**config.mk**
```make
export PLATFORM = sky130hd
export DESIGN_NAME = fpl_host_ctrl
export DESIGN_NICKNAME = d
export VERILOG_FILES = /design/src/hw/fpl_pkg.sv /design/src/hw/fpl_host_ctrl.sv /design/src/hw/fpl_seq_rom.sv
export VERILOG_INCLUDE_DIRS = /design/src /design/src/hw
export SDC_FILE = /design/constraint.sdc
export NUM_CORES = 1
export LEC_CHECK = 0
export BUFFER_PORTS_ARGS = -buffer_cell sky130_fd_sc_hd__buf_2
export CORE_AREA = 8 8 349 181
export DETAILED_ROUTE_END_ITERATION = 10
export DIE_AREA = 0 0 357 189
export SYNTH_ARGS = -nofsm -noshare
export SYNTH_HDL_FRONTEND = slang
export SYNTH_SLANG_ARGS = --single-unit
```
**constraint.sdc**
```tcl
create_clock -name clk -period 6.8 [get_ports clk]
set_input_delay 1.02 -clock clk [delete_from_list [all_inputs] [get_ports clk]]
set_output_delay 1.02 -clock clk [all_outputs]
set_load 0.01 [all_outputs]
```
**src/hw/fpl_consts.svh**
```systemverilog
// constants for the flash protection controller
`ifndef FPL_CONSTS_SVH
`define FPL_CONSTS_SVH
`define FPL_ADDR_W         22
`define FPL_DATA_W         16
`define FPL_OFF_CTRL       32'h0000_0000
`define FPL_OFF_STATUS     32'h0000_0004
`define FPL_OFF_PWD_LO     32'h0000_0008
`define FPL_OFF_PWD_HI     32'h0000_000C
`define FPL_OFF_BLOCK      32'h0000_0010
`define FPL_OFF_RESULT     32'h0000_0014
`define FPL_CTRL_GO        0
`define FPL_CTRL_OP_LSB    4
`define FPL_CTRL_OP_W      4
`define FPL_CTRL_RSTPIN    8
`define FPL_CTRL_WP        9
`define FPL_ST_BUSY        0
`define FPL_ST_REFUSED     1
`define FPL_ST_PWDMODE     2
`define FPL_ST_IRRLOCK     3
`define FPL_ST_GLOBAL      4
`define FPL_VERIFY_NS      1000
`define FPL_TEST_WAIT_NS   2000
`define FPL_CLK_NS         10
`define FPL_VERIFY_CYC     ((`FPL_VERIFY_NS + `FPL_CLK_NS - 1) / `FPL_CLK_NS)
`define FPL_TEST_WAIT_CYC  ((`FPL_TEST_WAIT_NS + `FPL_CLK_NS - 1) / `FPL_CLK_NS)
`define FPL_WE_CYC         8
`define FPL_RD_CYC         10
`define FPL_PSR_PWD_BIT    2
`define FPL_PSR_PT_BIT     1
`define FPL_ID_IRR_ADDR    22'h00_05FE
`define FPL_PWD_FACTORY    64'hFFFF_FFFF_FFFF_FFFF
`define FPL_SEQ_LEN        8
`endif

```
**src/hw/fpl_pkg.sv**
```systemverilog
// types for the flash protection controller
package fpl_pkg;
  typedef enum logic [3:0] {
    OP_PWD_PROGRAM = 4'h1,
    OP_PWD_READ    = 4'h2,
    OP_PWD_SUBMIT  = 4'h3,
    OP_SET_LOCK    = 4'h4,
    OP_LOCK_STATUS = 4'h5,
    OP_PSR_PROGRAM = 4'h6,
    OP_PSR_READ    = 4'h7,
    OP_NV_PROGRAM  = 4'h8,
    OP_IRR_LOCK    = 4'h9,
    OP_IRR_STATUS  = 4'hA,
    OP_BLK_WRITE   = 4'hB
  } fpl_op_t;
  typedef enum logic [2:0] {
    ST_IDLE  = 3'b000,
    ST_LOAD  = 3'b001,
    ST_WE    = 3'b011,
    ST_READ  = 3'b010,
    ST_WAIT  = 3'b110,
    ST_DONE  = 3'b111
  } fpl_state_t;
  typedef enum logic [1:0] {
    KIND_WRITE = 2'b00,
    KIND_READ  = 2'b01,
    KIND_END   = 2'b10
  } fpl_kind_t;
endpackage

```
**src/hw/fpl_host_ctrl.sv**
```systemverilog
// host controller driving the flash protection commands over the parallel bus
// Overview of operation
// - host waits two microseconds verify time after each password submission.
// - host selects password mode without first testing the password; only a password submission waits two microseconds.
// - host enters password command mode, then programs password.
// - host protects only target blocks before issuing irreversible lock.
// - boot-area program only with write-protect pin high.
`timescale 1ns/1ps
`include "fpl_consts.svh"
module fpl_host_ctrl
  import fpl_pkg::*;
(
  input  wire logic                     clk,
  input  wire logic                     resetn,
  input  wire logic [31:0]              s_axi_awaddr,
  input  wire logic                     s_axi_awvalid,
  output logic                          s_axi_awready,
  input  wire logic [31:0]              s_axi_wdata,
  input  wire logic [3:0]               s_axi_wstrb,
  input  wire logic                     s_axi_wvalid,
  output logic                          s_axi_wready,
  output logic [1:0]                    s_axi_bresp,
  output logic                          s_axi_bvalid,
  input  wire logic                     s_axi_bready,
  input  wire logic [31:0]              s_axi_araddr,
  input  wire logic                     s_axi_arvalid,
  output logic                          s_axi_arready,
  output logic [31:0]                   s_axi_rdata,
  output logic [1:0]                    s_axi_rresp,
  output logic                          s_axi_rvalid,
  input  wire logic                     s_axi_rready,
  output logic [`FPL_ADDR_W-1:0]        flashAddr,
  output logic [`FPL_DATA_W-1:0]        flashDqOut,
  output logic                          flashDqOe,
  input  wire logic [`FPL_DATA_W-1:0]   flashDqIn,
  output logic                          flashCeN,
  output logic                          flashOeN,
  output logic                          flashWeN,
  output logic                          flashRstN,
  output logic                          flashWpN
);
  import fpl_pkg::*;

  // ----------------------------------------------------------------
  // register state
  // ----------------------------------------------------------------
  logic [31:0]            ctrlReg, ctrlNext;
  logic [63:0]            pwdReg, pwdNext;
  logic [31:0]            blockReg, blockNext;
  logic [15:0]            resultReg, resultNext;
  logic                   refusedReg, refusedNext;
  logic                   pwdModeReg, pwdModeNext;
  logic                   irrLockReg, irrLockNext;
  logic                   globalReg, globalNext;
  logic                   awHeldReg, awHeldNext;
  logic                   wHeldReg, wHeldNext;
  logic [31:0]            awAddrReg, awAddrNext;
  logic [31:0]            wDataReg, wDataNext;
  logic                   bvalidReg, bvalidNext;
  logic [1:0]             brespReg, brespNext;
  logic                   rvalidReg, rvalidNext;
  logic [31:0]            rdataReg, rdataNext;
  logic [1:0]             rrespReg, rrespNext;
  fpl_state_t             stateReg, stateNext;
  fpl_op_t                opReg, opNext;
  logic [2:0]             stepReg, stepNext;
  logic [15:0]            cntReg, cntNext;
  logic [15:0]            dqSync1Reg, dqSync2Reg;
  logic                   goPulse;
  logic                   wrFire;
  logic [`FPL_ADDR_W-1:0] stepAddr;
  logic [`FPL_DATA_W-1:0] stepData;
  fpl_kind_t              stepKind;
  logic                   busy;

  assign busy = (stateReg != ST_IDLE);

  // ----------------------------------------------------------------
  // step table
  // ----------------------------------------------------------------
  fpl_seq_rom u_rom (
    .clk       (clk),
    .resetn    (resetn),
    .op        (opReg),
    .step      (stepReg),
    .pwd       (pwdReg),
    .blockWord (blockReg[31:16]),
    .blockAddr ({6'h00, blockReg[15:0]}),
    .stepAddr  (stepAddr),
    .stepData  (stepData),
    .stepKind  (stepKind)
  );

  // ----------------------------------------------------------------
  // axi-lite slave
  // ----------------------------------------------------------------
  assign s_axi_awready = !awHeldReg && !bvalidReg;
  assign s_axi_wready  = !wHeldReg && !bvalidReg;
  assign s_axi_arready = !rvalidReg;
  assign s_axi_bvalid  = bvalidReg;
  assign s_axi_bresp   = brespReg;
  assign s_axi_rvalid  = rvalidReg;
  assign s_axi_rdata   = rdataReg;
  assign s_axi_rresp   = rrespReg;

  always_comb begin
    awHeldNext = awHeldReg;
    wHeldNext  = wHeldReg;
    awAddrNext = awAddrReg;
    wDataNext  = wDataReg;
    bvalidNext = bvalidReg;
    brespNext  = brespReg;
    rvalidNext = rvalidReg;
    rdataNext  = rdataReg;
    rrespNext  = rrespReg;
    ctrlNext   = ctrlReg;
    pwdNext    = pwdReg;
    blockNext  = blockReg;
    goPulse    = 1'b0;
    if (s_axi_awvalid && s_axi_awready) begin
      awHeldNext = 1'b1;
      awAddrNext = s_axi_awaddr;
    end
    if (s_axi_wvalid && s_axi_wready) begin
      wHeldNext = 1'b1;
      wDataNext = s_axi_wdata;
    end
    wrFire = awHeldReg && wHeldReg;
    if (wrFire) begin
      awHeldNext = 1'b0;
      wHeldNext  = 1'b0;
      bvalidNext = 1'b1;
      brespNext  = 2'b00;
      unique case (awAddrReg[7:0])
        8'(`FPL_OFF_CTRL): begin
          ctrlNext = {22'h0, wDataReg[9:4], 4'h0};
          goPulse  = wDataReg[`FPL_CTRL_GO] && !busy;
        end
        8'(`FPL_OFF_PWD_LO): pwdNext[31:0]  = wDataReg;
        8'(`FPL_OFF_PWD_HI): pwdNext[63:32] = wDataReg;
        8'(`FPL_OFF_BLOCK):  blockNext      = wDataReg;
        default:             brespNext      = 2'b10;
      endcase
    end
    if (bvalidReg && s_axi_bready) begin
      bvalidNext = 1'b0;
    end
    if (rvalidReg && s_axi_rready) begin
      rvalidNext = 1'b0;
    end
    if (s_axi_arvalid && s_axi_arready) begin
      rvalidNext = 1'b1;
      rrespNext  = 2'b00;
      unique case (s_axi_araddr[7:0])
        8'(`FPL_OFF_CTRL):   rdataNext = ctrlReg;
        8'(`FPL_OFF_STATUS): rdataNext = {27'h0, globalReg, irrLockReg, pwdModeReg,
                                          refusedReg, busy};
        8'(`FPL_OFF_PWD_LO): rdataNext = pwdReg[31:0];
        8'(`FPL_OFF_PWD_HI): rdataNext = pwdReg[63:32];
        8'(`FPL_OFF_BLOCK):  rdataNext = blockReg;
        8'(`FPL_OFF_RESULT): rdataNext = {16'h0, resultReg};
        default: begin
          rdataNext = 32'h0000_0000;
          rrespNext = 2'b10;
        end
      endcase
    end
  end

  // ----------------------------------------------------------------
  // command sequencer
  // ----------------------------------------------------------------
  always_comb begin
    stateNext   = stateReg;
    opNext      = opReg;
    stepNext    = stepReg;
    cntNext     = cntReg;
    resultNext  = resultReg;
    refusedNext = refusedReg;
    pwdModeNext = pwdModeReg;
    irrLockNext = irrLockReg;
    globalNext  = globalReg;
    unique case (stateReg)
      ST_IDLE: begin
        if (goPulse) begin
          opNext      = fpl_op_t'(wDataReg[`FPL_CTRL_OP_LSB +: `FPL_CTRL_OP_W]);
          refusedNext = 1'b0;
          stepNext    = 3'd0;
          // skip what the device would ignore anyway
          if ((opNext == OP_IRR_LOCK) && (!globalReg || irrLockReg)) begin
            refusedNext = 1'b1;
          end else if (pwdModeReg && (opNext == OP_PWD_PROGRAM ||
                                      opNext == OP_PWD_READ)) begin
            refusedNext = 1'b1;
            resultNext  = 16'hFFFF;
          end else if (irrLockReg && (opNext == OP_NV_PROGRAM ||
                       opNext == OP_SET_LOCK || opNext == OP_PSR_PROGRAM ||
                       opNext == OP_PWD_SUBMIT)) begin
            refusedNext = 1'b1;
          end else if (opNext == OP_NV_PROGRAM && !globalReg) begin
            refusedNext = 1'b1;
          end else if (opNext == OP_BLK_WRITE && !wDataReg[`FPL_CTRL_WP] &&
                       blockReg[15]) begin
            refusedNext = 1'b1;
          end else begin
            stateNext = ST_LOAD;
          end
        end
      end
      ST_LOAD: begin
        stateNext = (stepKind == KIND_END) ? ST_WAIT : (stepKind == KIND_READ) ? ST_READ : ST_WE;
        cntNext   = 16'h0000;
        if (stepKind == KIND_END) begin
          cntNext = (opReg == OP_PWD_SUBMIT) ? 16'(`FPL_TEST_WAIT_CYC) : 16'h0000;
        end
      end
      ST_WE: begin
        cntNext = cntReg + 16'h0001;
        if (cntReg == 16'(`FPL_WE_CYC - 1)) begin
          stepNext  = stepReg + 3'd1;
          stateNext = ST_DONE;
        end
      end
      ST_READ: begin
        cntNext = cntReg + 16'h0001;
        if (cntReg == 16'(`FPL_RD_CYC - 1)) begin
          resultNext = dqSync2Reg;
          stepNext   = stepReg + 3'd1;
          stateNext  = ST_DONE;
        end
      end
      ST_DONE: begin
        stateNext = ST_LOAD;
      end
      ST_WAIT: begin
        if (cntReg == 16'h0000) begin
          stateNext = ST_IDLE;
          stepNext  = 3'd0;
          unique case (opReg)
            OP_SET_LOCK:    globalNext = 1'b0;
            OP_PSR_PROGRAM: begin
              if (blockReg[16 + `FPL_PSR_PWD_BIT] == 1'b0 &&
                  blockReg[16 + `FPL_PSR_PT_BIT] == 1'b1) begin
                pwdModeNext = 1'b1;
              end
              if (pwdModeNext) begin
                globalNext = 1'b0;
              end
            end
            OP_LOCK_STATUS: globalNext = resultReg[0];
            OP_IRR_STATUS:  irrLockNext = !resultReg[0];
            OP_IRR_LOCK:    irrLockNext = 1'b1;
            default:        stateNext = ST_IDLE;
          endcase
        end else begin
          cntNext = cntReg - 16'h0001;
        end
      end
      default: stateNext = ST_IDLE;
    endcase
    if (!ctrlReg[`FPL_CTRL_RSTPIN] && !pwdModeReg) begin
      globalNext = 1'b1;
    end else if (!ctrlReg[`FPL_CTRL_RSTPIN]) begin
      globalNext = 1'b0;
    end
  end

  // ----------------------------------------------------------------
  // pin drive
  // ----------------------------------------------------------------
  always_ff @(posedge clk or negedge resetn) begin
    if (!resetn) begin
      flashAddr  <= `FPL_ADDR_W'(0);
      flashDqOut <= 16'h0000;
      flashDqOe  <= 1'b1;
      flashCeN   <= 1'b1;
      flashOeN   <= 1'b1;
      flashWeN   <= 1'b1;
      flashRstN  <= 1'b0;
      flashWpN   <= 1'b0;
    end else begin
      flashAddr  <= stepAddr;
      flashDqOut <= stepData;
      flashDqOe  <= !(stateNext == ST_WE);
      flashCeN   <= !(stateNext == ST_WE || stateNext == ST_READ);
      flashOeN   <= !(stateNext == ST_READ);
      flashWeN   <= !(stateNext == ST_WE && cntNext < 16'(`FPL_WE_CYC - 2));
      flashRstN  <= ctrlReg[`FPL_CTRL_RSTPIN];
      flashWpN   <= ctrlReg[`FPL_CTRL_WP];
    end
  end

  always_ff @(posedge clk or negedge resetn) begin
    if (!resetn) begin
      dqSync1Reg <= 16'h0000;
      dqSync2Reg <= 16'h0000;
    end else begin
      dqSync1Reg <= flashDqIn;
      dqSync2Reg <= dqSync1Reg;
    end
  end

  always_ff @(posedge clk or negedge resetn) begin
    if (!resetn) begin
      ctrlReg    <= 32'h0000_0000;
      pwdReg     <= `FPL_PWD_FACTORY;
      blockReg   <= 32'h0000_0000;
      resultReg  <= 16'h0000;
      refusedReg <= 1'b0;
      pwdModeReg <= 1'b0;
      irrLockReg <= 1'b0;
      globalReg  <= 1'b0;
      awHeldReg  <= 1'b0;
      wHeldReg   <= 1'b0;
      awAddrReg  <= 32'h0000_0000;
      wDataReg   <= 32'h0000_0000;
      bvalidReg  <= 1'b0;
      brespReg   <= 2'b00;
      rvalidReg  <= 1'b0;
      rdataReg   <= 32'h0000_0000;
      rrespReg   <= 2'b00;
      stateReg   <= ST_IDLE;
      opReg      <= OP_LOCK_STATUS;
      stepReg    <= 3'd0;
      cntReg     <= 16'h0000;
    end else begin
      ctrlReg    <= ctrlNext;
      pwdReg     <= pwdNext;
      blockReg   <= blockNext;
      resultReg  <= resultNext;
      refusedReg <= refusedNext;
      pwdModeReg <= pwdModeNext;
      irrLockReg <= irrLockNext;
      globalReg  <= globalNext;
      awHeldReg  <= awHeldNext;
      wHeldReg   <= wHeldNext;
      awAddrReg  <= awAddrNext;
      wDataReg   <= wDataNext;
      bvalidReg  <= bvalidNext;
      brespReg   <= brespNext;
      rvalidReg  <= rvalidNext;
      rdataReg   <= rdataNext;
      rrespReg   <= rrespNext;
      stateReg   <= stateNext;
      opReg      <= opNext;
      stepReg    <= stepNext;
      cntReg     <= cntNext;
    end
  end

  // ----------------------------------------------------------------
  // checks
  // ----------------------------------------------------------------
  chk_irr_refused: assert property (@(posedge clk) disable iff (!resetn)
    (goPulse && stateReg == ST_IDLE && !globalReg &&
     wDataReg[7:4] == OP_IRR_LOCK) |=> (refusedReg && stateReg == ST_IDLE))
    else $error("irreversible lock issued with global lock clear");
  chk_pwd_blocked: assert property (@(posedge clk) disable iff (!resetn)
    (goPulse && stateReg == ST_IDLE && pwdModeReg && !irrLockReg &&
     wDataReg[7:4] == OP_PWD_READ) |=> (resultReg == 16'hFFFF && stateReg == ST_IDLE))
    else $error("password read reached the bus in password mode");
  chk_submit_wait: assert property (@(posedge clk) disable iff (!resetn)
    (stateReg == ST_LOAD && stepKind == KIND_END && opReg == OP_PWD_SUBMIT)
    |=> (stateReg == ST_WAIT && cntReg == 16'd200))
    else $error("submit verify wait not loaded");
  chk_irr_sticky: assert property (@(posedge clk) disable iff (!resetn)
    $rose(irrLockReg) |=> irrLockReg [*8])
    else $error("irreversible lock flag dropped");
  chk_wp_pin: assert property (@(posedge clk) disable iff (!resetn)
    ##1 (flashWpN == $past(ctrlReg[9])))
    else $error("write protect pin not following control");
  chk_global_set: assert property (@(posedge clk) disable iff (!resetn)
    (stateReg == ST_WAIT && cntReg == 16'h0 && opReg == OP_SET_LOCK &&
     ctrlReg[8]) |=> !globalReg)
    else $error("global lock not cleared after set command");
  chk_nv_refused: assert property (@(posedge clk) disable iff (!resetn)
    (goPulse && stateReg == ST_IDLE && !globalReg && wDataReg[7:4] == OP_NV_PROGRAM)
    |=> stateReg == ST_IDLE)
    else $error("protection bit change sent with global lock clear");
  chk_we_pulse: assert property (@(posedge clk) disable iff (!resetn)
    $fell(flashWeN) |-> !flashDqOe && !flashCeN)
    else $error("write strobe without data drive");
endmodule

```
**src/hw/fpl_seq_rom.sv**
```systemverilog
// command step table: address, data and kind per step
`timescale 1ns/1ps
`include "fpl_consts.svh"
module fpl_seq_rom
  import fpl_pkg::*;
(
  input  wire logic                     clk,
  input  wire logic                     resetn,
  input  wire fpl_pkg::fpl_op_t         op,
  input  wire logic [2:0]               step,
  input  wire logic [63:0]              pwd,
  input  wire logic [15:0]              blockWord,
  input  wire logic [`FPL_ADDR_W-1:0]   blockAddr,
  output logic      [`FPL_ADDR_W-1:0]   stepAddr,
  output logic      [`FPL_DATA_W-1:0]   stepData,
  output fpl_pkg::fpl_kind_t            stepKind
);
  import fpl_pkg::*;

  logic [`FPL_ADDR_W-1:0] addrNext;
  logic [`FPL_DATA_W-1:0] dataNext;
  fpl_kind_t              kindNext;
  logic [1:0]             pwIdx;
  logic [15:0]            pwWord;

  always_comb begin
    pwIdx = 2'(step - 3'd3);
    pwWord = pwd[16*pwIdx +: 16];
    addrNext = `FPL_ADDR_W'(0);
    dataNext = 16'h0000;
    kindNext = KIND_END;
    if (step == 3'd0) begin
      addrNext = 22'h00_0555;
      dataNext = 16'h00AA;
      kindNext = KIND_WRITE;
    end else if (step == 3'd1) begin
      addrNext = 22'h00_02AA;
      dataNext = 16'h0055;
      kindNext = KIND_WRITE;
    end else begin
      unique case (op)
        OP_PWD_PROGRAM, OP_PWD_SUBMIT: begin
          // one word per section, address picks the section
          if (step == 3'd2) begin
            addrNext = 22'h00_0555;
            dataNext = (op == OP_PWD_SUBMIT) ? 16'h00A8 : 16'h00A0;
            kindNext = KIND_WRITE;
          end else if (step <= 3'd6) begin
            addrNext = `FPL_ADDR_W'(pwIdx);
            dataNext = pwWord;
            kindNext = KIND_WRITE;
          end
        end
        OP_PWD_READ, OP_LOCK_STATUS, OP_PSR_READ, OP_IRR_STATUS: begin
          if (step == 3'd2) begin
            addrNext = 22'h00_0555;
            dataNext = (op == OP_IRR_STATUS) ? 16'h0090 : 16'h00C0;
            kindNext = KIND_WRITE;
          end else if (step == 3'd3) begin
            addrNext = (op == OP_IRR_STATUS) ? `FPL_ID_IRR_ADDR : blockAddr;
            kindNext = KIND_READ;
          end
        end
        OP_SET_LOCK, OP_PSR_PROGRAM, OP_NV_PROGRAM, OP_IRR_LOCK, OP_BLK_WRITE: begin
          if (step == 3'd2) begin
            addrNext = 22'h00_0555;
            dataNext = (op == OP_IRR_LOCK) ? 16'h0060 : 16'h00A0;
            kindNext = KIND_WRITE;
          end else if (step == 3'd3) begin
            addrNext = blockAddr;
            dataNext = blockWord;
            kindNext = KIND_WRITE;
          end
        end
        default: begin
          kindNext = KIND_END;
        end
      endcase
    end
  end

  always_ff @(posedge clk or negedge resetn) begin
    if (!resetn) begin
      stepAddr <= `FPL_ADDR_W'(0);
      stepData <= 16'h0000;
      stepKind <= KIND_END;
    end else begin
      stepAddr <= addrNext;
      stepData <= dataNext;
      stepKind <= kindNext;
    end
  end
endmodule

```
Word level (Yosys, flattened, before mapping)
Cells that the tools add are included.
{"block": "op_classes", "n_eq_ne": 51, "mux": 85, "add_sub_neg": 4, "reduce_logical": 67, "bitwise": 1, "n_shift": 1, "n_lt_le_gt_ge": 2}
{"operator": "$mux W16", "count": 14}
{"operator": "$pmux W32 S6", "count": 1}
{"operator": "$mux W22", "count": 6}
{"operator": "$pmux W16 S3", "count": 2}
{"operator": "$pmux W22 S3", "count": 1}
{"operator": "$shiftx A64 B7 Y16", "count": 1}
{"operator": "$mux W3", "count": 14}
{"operator": "$eq A8 B4 Y1 const B", "count": 4}
{"operator": "$pmux W16 S2", "count": 1}
{"operator": "$eq A4 B4 Y1 const B", "count": 7}
{"operator": "$mux W1", "count": 25}
{"operator": "$eq A4 B3 Y1 const B", "count": 6}
{"operator": "$eq A8 B5 Y1 const B", "count": 3}
{"operator": "$mux W8", "count": 3}
{"operator": "$mux W2", "count": 11}
{"operator": "$eq A3 B2 Y1 const B", "count": 6}
{"operator": "$logic_and A1 B1 Y1", "count": 18}
{"operator": "$pmux W3 S6", "count": 1}
{"operator": "$add A16 B1 Y16 const B", "count": 1}
{"operator": "$eq A16 B3 Y1 const B", "count": 1}
{"operator": "$eq A16 B4 Y1 const B", "count": 1}
{"operator": "$eq A4 B2 Y1 const B", "count": 4}
{"operator": "$logic_not A16 Y1", "count": 1}
{"operator": "$logic_not A8 Y1", "count": 2}
{"operator": "36 further kinds", "count": 77}
{"block": "word_totals", "ff_bits": 344, "word_cells": 246}

Logic depth before layout (Yosys ltp)
Gate-level depths: netlist of the first run.
{"block": "logic_depth", "ltp_word": 13, "ltp_mapped": 11, "depth_no_buf": 11}

Cells and area by module
A second synthesis of the first run with hierarchy kept.
{"block": "hier_totals", "hier_cells": 1213, "hier_area_um2": 14890.5}
{"mod": "fpl_host_ctrl", "seq_area_each_um2": 7644.8, "cells_per_inst": 995, "area_per_inst_um2": 12517.0, "instances": 1}
{"mod": "fpl_seq_rom", "seq_area_each_um2": 1002.2, "cells_per_inst": 218, "area_per_inst_um2": 2373.5, "instances": 1}

Worst setup path before layout of the first run
No wires, ideal clock.
{"block": "synth_timing", "kind": "flip-flop to flip-flop", "from": "reg stepReg[0]", "to": "reg u_rom.stepData[10]", "setup_time_ps": 131, "n_path_buf": 4, "slack_ps": 3544, "period_less_slack_ps": 3256, "path_stages_with_launch": 10, "required_time_ps": 6669, "t_arrival_ps": 3126, "path_cell_list": "dfrtp_1 clkbuf_1 clkbuf_1 inv_1 ha_1 clkbuf_1 clkbuf_1 mux4_2 a22oi_1 nor2_1"}
{"block": "synth_via", "elab_chain_cells": 7, "elab_cells_between_ends": 14, "cone_classes": "add/sub (1); order compare (1); eq/ne (3); shift (1); mux (7); reduce/logical (1)"}
{"element": "from (decl)", "line_no": "fpl_host_ctrl.sv:66", "text": "logic [2:0] stepReg, stepNext;"}
{"element": "from (signal assigned)", "line_no": "fpl_host_ctrl.sv:346", "text": "stepReg <= stepNext;"}
{"element": "$sub A2 B2 Y2", "line_no": "fpl_seq_rom.sv:27", "text": "pwIdx = 2'(step - 3'd3);"}
{"element": "$shiftx A64 B7 Y16", "line_no": "fpl_seq_rom.sv:28", "text": "pwWord = pwd[16*pwIdx +: 16];"}
{"element": "$mux W16", "line_no": "fpl_seq_rom.sv:48", "text": "end else if (step <= 3'd6) begin"}
{"element": "$mux W16", "line_no": "fpl_seq_rom.sv:44", "text": "if (step == 3'd2) begin"}
{"element": "$pmux W16 S3", "line_no": "fpl_seq_rom.sv:41", "text": "unique case (op)"}
{"element": "$mux W16", "line_no": "fpl_seq_rom.sv:36", "text": "end else if (step == 3'd1) begin"}
{"element": "$mux W16 *", "line_no": "fpl_seq_rom.sv:32", "text": "if (step == 3'd0) begin"}
{"element": "named net u_rom.dataNext[10]", "line_no": "fpl_seq_rom.sv:21", "text": "logic [`FPL_DATA_W-1:0] dataNext;"}
{"element": "to (signal assigned)", "line_no": "fpl_seq_rom.sv:89", "text": "stepData <= dataNext;"}
{"element": "to (decl)", "line_no": "fpl_seq_rom.sv:15", "text": "output logic [`FPL_DATA_W-1:0] stepData,"}
Mark *: on every way through the listed nets, which the timed path passes. The rest lies on a longest branch.
A chain may end at the register's enable or synchronous reset.

Final worst setup path of the first run
{"block": "layout_timing", "from": "reg cntReg[3]", "to": "reg flashWeN"}
{"block": "layout_via", "elab_chain_cells": 6, "elab_cells_between_ends": 15, "cone_classes": "add/sub (2); order compare (1); eq/ne (3); mux (6); reduce/logical (3)"}
{"element": "from (decl)", "line_no": "fpl_host_ctrl.sv:67", "text": "logic [15:0] cntReg, cntNext;"}
{"element": "from (signal assigned)", "line_no": "fpl_host_ctrl.sv:347", "text": "cntReg <= cntNext;"}
{"element": "$sub A16 B1 Y16 / $logic_not A16 Y1 (equally long branches)", "line_no": "fpl_host_ctrl.sv:256, fpl_host_ctrl.sv:236"}
{"element": "$mux W16", "line_no": "fpl_host_ctrl.sv:236", "text": "if (cntReg == 16'h0000) begin"}
{"element": "$pmux W16 S3 *", "line_no": "fpl_host_ctrl.sv:183", "text": "unique case (stateReg)"}
{"element": "named net cntNext[15]", "line_no": "fpl_host_ctrl.sv:67"}
{"element": "$lt A16 B3 Y1 *", "line_no": "fpl_host_ctrl.sv:287", "text": "flashWeN <= !(stateNext == ST_WE && cntNext < 16'(`FPL_WE_CYC - 2));"}
{"element": "$logic_and A1 B1 Y1 *", "line_no": "fpl_host_ctrl.sv:287"}
{"element": "$logic_not A1 Y1 *", "line_no": "fpl_host_ctrl.sv:287"}
{"element": "to (signal assigned)", "line_no": "fpl_host_ctrl.sv:287"}
{"element": "to (decl)", "line_no": "fpl_host_ctrl.sv:38", "text": "output logic flashWeN,"}
Marked as above.

==> metrics.cfg, run 1 <==
[run_status]
run_status = finished clean

[drt]
route.met2.wl_microns = 18200
wl_met1_microns = 21800
top_layer_used = met5
vias = 10265
dr.pass1.iters = 5
first_iter_violations = 1026
dr_wl_met3_microns = 4110
drc = 0
drtAntennaViolNets = 0
wl_per_cell_microns = 21.2
vias_per_cell = 4.82
drt_wl_total_microns = 45200

[global_routing]
grtUsageTotal = 0.132
grt_max_degree = 151
grt_pass1_wl_microns = 69000
grt-ovfl-total = 0
grt_pass1_vias = 10485
grt_antenna_before_repair = 7

[timing]
period_needed_ns = 3.62
fin_ws_ns = 3.18
fin_hold_ws_ns = 0.347
period_share = 0.532
final_hold_viol_count = 0
rsz0062_at_grt = false
clock_skew_ns = 0.0244
relSlewSlack = 0.201
tightestPinTransition_ns = 1.20
finalSetupViolations = 0
final-max-slew-violation-count = 0
clock.fmax_mhz = 277
fin_tns_setup_ns = 0

[placed_design]
place_hpwl_microns = 32800
numPortBuffers = 147
place_area_sq_um = 15900
routabilityCongestion = 0.868
dpl_worst_slack_ns = 3.23

[critical_path]
cp.arrival_ns = 4.04
cpLargestDelayFamily = simple AND/OR/NAND/NOR gates
crit_buf_inv = 0
worstPathRequired_ns = 7.22
crit_path_max_fanout = 15
crit_path_start_kind = register
path_class = register to register
max_stage_delay_ns = 0.70
path_cells = nor4_1, nor3b_2, and4b_1, o311ai_1, a41o_1, a2111o_1, or4b_1
cp-end-kind = register
crit_slowest_cell = nor4_1

[synth]
synth_edf_count = 0
avgSynthCellArea_sq_um = 11.9
synth_top_area_share = 0.449
yosysWarnings = 0
synth-seq-cells = 330
synth_cells = 1210
synthFlopType = dfrtp_1
ys_seq_area_frac = 0.578
async_flop_share = 1.00
synth_top_area_cell = dfrtp_1
yosys-top-cells-area = dfrtp_1 (45%), dfstp_2 (13%), mux2_2 (12%)
yosysUniqueCellTypes = 77
syn_area_sq_um = 14400

[cells_and_area]
post-route-cell-area_sq_um = 17100
regArea_sq_um = 8350
final_common_cell = dfrtp_1
final_cell_mix = dfrtp_1 (259), mux2_2 (150), buf_2 (146)
fin_nets = 1457
final.fill_count = 6003
syn2layout_area_growth_pct = 18.5
post_route_cells_drive_above_1_share = 0.349
multi_input_area_sq_um = 5670

[clocking]
cts.clk_slew.worst_paths_ns = 0.07
cts_made_buffers = 34
ctsRootBufferMaster = clkbuf_16
clk_latency_ns = 0.53
clockBufferDepth = 3
cts.sink_count = 330
ctsResizeCount = 0
hold_buffers = 0
tritoncts = built
postCtsSetupBuffers = 0
htree_levels = 2

[floorplanning]
die_x_microns = 357
initial_core_util = 0.247
num_rows = 63
core_area_sq_um = 58300
die_h_microns = 189
top_level_ports = 208
die-area_sq_um = 67500

[pwr]
power.density_nw_per_um2 = 377
peakVddDrop_v = 0.000154
leakage_uw = 0.00748

[run]
max_cap_violations = 0

[hold_path]
hold_path_class = register to register

==> per-stage QoR <==
stage | instances | util | power (uW)
4_1_cts | 2129 | 0.293 | 6520
3_3_place_gp | 2068 | 0.273 | 4440
6_report | 2130 | 0.293 | 6460
3_5_place_dp | 2068 | 0.273 | 4490
5_1_grt | 2130 | 0.293 | 6810
2_1_floorplan | 1217 | - | 3790
==> routing by layer <==
| layer | vias to the layer above | GRT usage |
|---|---|---|
| met5 | - | 0 |
| met4 | 12 | 0.0277 |
| met3 | 75 | 0.0515 |
| met2 | 333 | 0.180 |
| met1 | 5290 | 0.196 |
| li1 | 4555 | - |
==> power breakdown <==
| part | leakage (uW) | internal, uW | switching [uW] | total, uW |
|---|---|---|---|---|
| logic | 0.00284 | 630 | 864 | 1490 |
| clock network | 0.000570 | 1170 | 824 | 2000 |
| registers | 0.00407 | 2440 | 523 | 2970 |
==> area by class of cell <==
cell class | count | area share
Tap cell | 780 | 0.0570
Clock buffer | 46 | 0.0571
Multi-Input combinational cell | 776 | 0.331
Antenna cell | 1 | 0.000146
Timing Repair Buffer | 160 | 0.0500
Sequential cell | 330 | 0.488
Inverter | 22 | 0.00483
Clock inverter | 15 | 0.0118
==> flip-flops by register name (all words and copies together), names as in the netlist, 2 cells and up <==
signal / cells
flashAddr: 16
u_rom.stepAddr: 16
wDataReg: 32
stateReg: 3
flashDqOut: 16
ctrlReg: 6
u_rom.stepKind: 2
pwdReg: 64
dqSync2Reg: 16
s_axi_rdata: 32
blockReg: 32
stepReg: 3
dqSync1Reg: 16
awAddrReg: 8
cntReg: 16
u_rom.stepData: 16
opReg: 4
resultReg: 16
==> cell families after synthesis <==
| group | count (synthesis) | share of synthesized area |
|---|---|---|
| buffers and inverters | 111 | 0.0325 |
| other | 1 | 0.000260 |
| and+or+nand+nor | 309 | 0.106 |
| AOI/OAI and AO/OA | 245 | 0.107 |
| xor gates and xnor gates | 6 | 0.00364 |
| adders and majority gates | 10 | 0.00867 |
| muxes | 198 | 0.164 |
| DFF | 330 | 0.578 |
==> worst paths after layout <==
| path | slack [ns] | start | end | depth (start not counted) |
|---|---|---|---|---|
| worst max-delay path | 3.18 | cntReg[3] | flashWeN | 7 |
| worst min-delay path | 0.35 | dqSync1Reg[1] | dqSync2Reg[1] | 0 |
| worst max register to register | 3.18 | cntReg[3] | flashWeN | 7 |
| worst min register to register | 0.35 | dqSync1Reg[1] | dqSync2Reg[1] | 0 |
| max in group asynchronous | 4.74 | resetn | flashDqOut[8] | 2 |
| min in group asynchronous | 0.51 | resetn | u_rom.stepAddr[11] | 1 |
==> Yosys cell counts, drive strengths merged (4+ instances only) <==
cell,number
dfrtp,259
mux2,150
nor2,112
a21oi,80
nand2,72
dfstp,71
clkbuf,68
o21ai,68
mux2i,32
nand3,24
inv,22
buf,21
nor3,21
a221oi,17
mux4,16
a22oi,15
nor4,13
nor2b,12
a21o,10
ha,10
and2,9
nand4,9
a31oi,7
o211ai,6
nand2b,5
or3,5
or4,5
xnor2,5
a32oi,4
nand3b,4
nor3b,4
(Power assumes the default switching activity.)
==> inputs of run 2 (changes only) <==
Clock period 6.8 ns to 3.35 ns, I/O delays scaled along.
==> run 2 against run 1 <==
Effect of this change: the run now ends with hold timing left; via count is 2.2% higher; routed wire length grew 2.7%; register-to-register slack got worse by 3.1 ns; clock skew fell by 0.013 ns; critical path depth is the same; critical endpoint unchanged; highest routed layer unchanged.
==> metrics.cfg, run 2 (same netlist as run 1, synthesis figures left out) <==
[run_status]
run_status = finished with violations
failed_checks = hold timing

[placed_design]
place_hpwl_microns = 34900  ; +6.2%
dpl_worst_slack_ns = 0.149  ; -3.08 ns
place_inst = 2128  ; +2.9%
numPortBuffers = 147  ; unchanged
routabilityCongestion = 0.881  ; +1.5%

[timing]
tightestPinTransition_ns = 0.974  ; -0.225 ns
period_needed_ns = 3.24  ; -0.379 ns
finalSetupViolations = 0  ; unchanged
clock_skew_ns = 0.0115  ; -0.0129 ns
final_hold_viol_count = 1  ; +1
rsz0062_at_grt = false
fin_tns_setup_ns = 0  ; unchanged
fin_ws_ns = 0.113  ; -3.07 ns
final-max-slew-violation-count = 0  ; unchanged
period_share = 0.966  ; +0.435
relSlewSlack = 0.345  ; +0.144
fin_hold_ws_ns = -0.00280  ; -0.350 ns
clock.fmax_mhz = 309  ; +12%

[critical_path]
cp.arrival_ns = 3.67  ; -0.37 ns
crit_path_max_fanout = 5  ; -10
path_class = register to register
r2r_end = flashWeN
r2r_slack_ns = 0.11  ; -3.07 ns
r2r-start = cntReg[4]
crit_path_start_kind = register
cp-end-kind = register
worstPathRequired_ns = 3.78  ; -3.44 ns
rr_worst_depth = 7  ; unchanged

[floorplanning]
die_x_microns = 357  ; unchanged
die-area_sq_um = 67500  ; unchanged
die_h_microns = 189  ; unchanged
core_area_sq_um = 58300  ; unchanged
initial_core_util = 0.247  ; unchanged
num_rows = 63  ; unchanged
top_level_ports = 208  ; unchanged

[cells_and_area]
multi_input_area_sq_um = 5690  ; +0.33%
stdcell_count = 2189  ; +2.8%
final_common_cell = dfrtp_1
fin_nets = 1517  ; +4.1%
post_route_cells_drive_above_1_share = 0.378  ; +0.0284
regArea_sq_um = 8350  ; unchanged
syn2layout_area_growth_pct = 22.2
final.fill_count = 6016  ; +0.22%
largest_reg_flops = 64  ; unchanged
final_cell_mix = dfrtp_1 (259), mux2_2 (150), buf_2 (146)
diodes = 0  ; -1
utilization = 0.302  ; +0.00894
top_register = pwdReg

[pwr]
leakage_uw = 0.00780  ; +4.3%
p_clk_frac = 0.302  ; -0.007
peakVddDrop_v = 0.000343  ; +120%
power_switching_uw = 4580  ; +110%
combPwrFrac = 0.260  ; +0.029
swShare = 0.340  ; -0.00249
power.density_nw_per_um2 = 764  ; +100%
power.internal_uw = 8890  ; +110%
pwr-share-seq = 0.439  ; -0.020

[clocking]
ctsRootBufferMaster = clkbuf_16
cts_made_buffers = 34  ; unchanged
clk_latency_ns = 0.53  ; about the same
postCtsSetupBuffers = 0  ; unchanged
htree_levels = 2  ; unchanged
tritoncts = built
cts.clk_slew.worst_paths_ns = 0.07  ; about the same
cts.sink_count = 330  ; unchanged
clockBufferDepth = 3  ; unchanged

[global_routing]
grt_pass1_vias = 10729  ; +2.3%
grtUsageTotal = 0.135  ; +0.00295
grt_max_degree = 94  ; -38%
grt_antenna_before_repair = 3  ; -4
grt_pass1_wl_microns = 70600  ; +2.3%
grt-ovfl-total = 0  ; unchanged

[drt]
drtAntennaViolNets = 0  ; unchanged
vias_per_cell = 4.79  ; -0.52%
first_iter_violations = 1063  ; +3.6%
drc = 0  ; unchanged
wl_per_cell_microns = 21.2  ; about the same
vias = 10494  ; +2.2%
dr.pass1.iters = 7  ; +2
drt_wl_total_microns = 46400  ; +2.7%

[run]
max_cap_violations = 0  ; unchanged

[hold_path]
hold_path_class = primary input to asynchronous set/reset pin

run 2: how the worst max path moves through the flow:
| stage | slack (ns) | endpoint | depth (start not counted) | start |
|---|---|---|---|---|
| finish | 0.11 | flashWeN | 7 | cntReg[4] |
| global placement | 0.15 | flashWeN | 9 | cntReg[1] |
| CTS | 0.13 | flashWeN | 8 | cntReg[1] |
| floorplan | 0.09 | u_rom.stepData[10] | 9 | stepReg[0] |
| global route | 0.01 | flashWeN | 8 | cntReg[3] |
| detailed placement | 0.15 | flashWeN | 9 | cntReg[1] |
run 2: routing by layer:
layer | global-route usage | wire length [microns] | part of all wire
met5 | 0 | 12 | 0.00026
met2 | 0.181 | 18400 | 0.40
met1 | 0.206 | 22700 | 0.49
met4 | 0.0206 | 597 | 0.013
met3 | 0.0516 | 4780 | 0.10
run 2: area by class of cell:
class	count	area share
flip-flops and latches	330	0.473
multi-input cells	776	0.322
repair buffers	220	0.0769
well taps	780	0.0554
clock buffers	44	0.0539
clock inverters	17	0.0133
inverters	22	0.00468
run 2: what timing repair did:
action / in CTS / in global routing
endpoints found under the setup margin: 0 / 1
resized for setup: 0 / 3
hold buffers: 0 / 0
run 2: per-stage QoR:
step	cell area, sq um	power (uW)
2_1_floorplan	14500	7700
6_report	17600	13500
5_1_grt	17600	14200
4_1_cts	17600	13600
3_5_place_dp	16400	9430
3_3_place_gp	16400	9340
run 2: critical path, cell delays in order (launching register included):
cell,delay [ns]
dfrtp_1,0.45
or4_1,0.71
a31oi_2,0.26
and4b_1,0.30
o311ai_1,0.11
a41o_1,0.25
a2111o_1,0.46
or4b_1,0.61
run 2: power by group through the flow:
stage	sequential (uW)	combinational, uW	clock (uW)
2_1_floorplan	5490	2210	0
3_3_place_gp	5930	3410	0
3_5_place_dp	5970	3450	0
4_1_cts	5900	3470	4180
5_1_grt	6020	3810	4360
6_report	5910	3500	4070
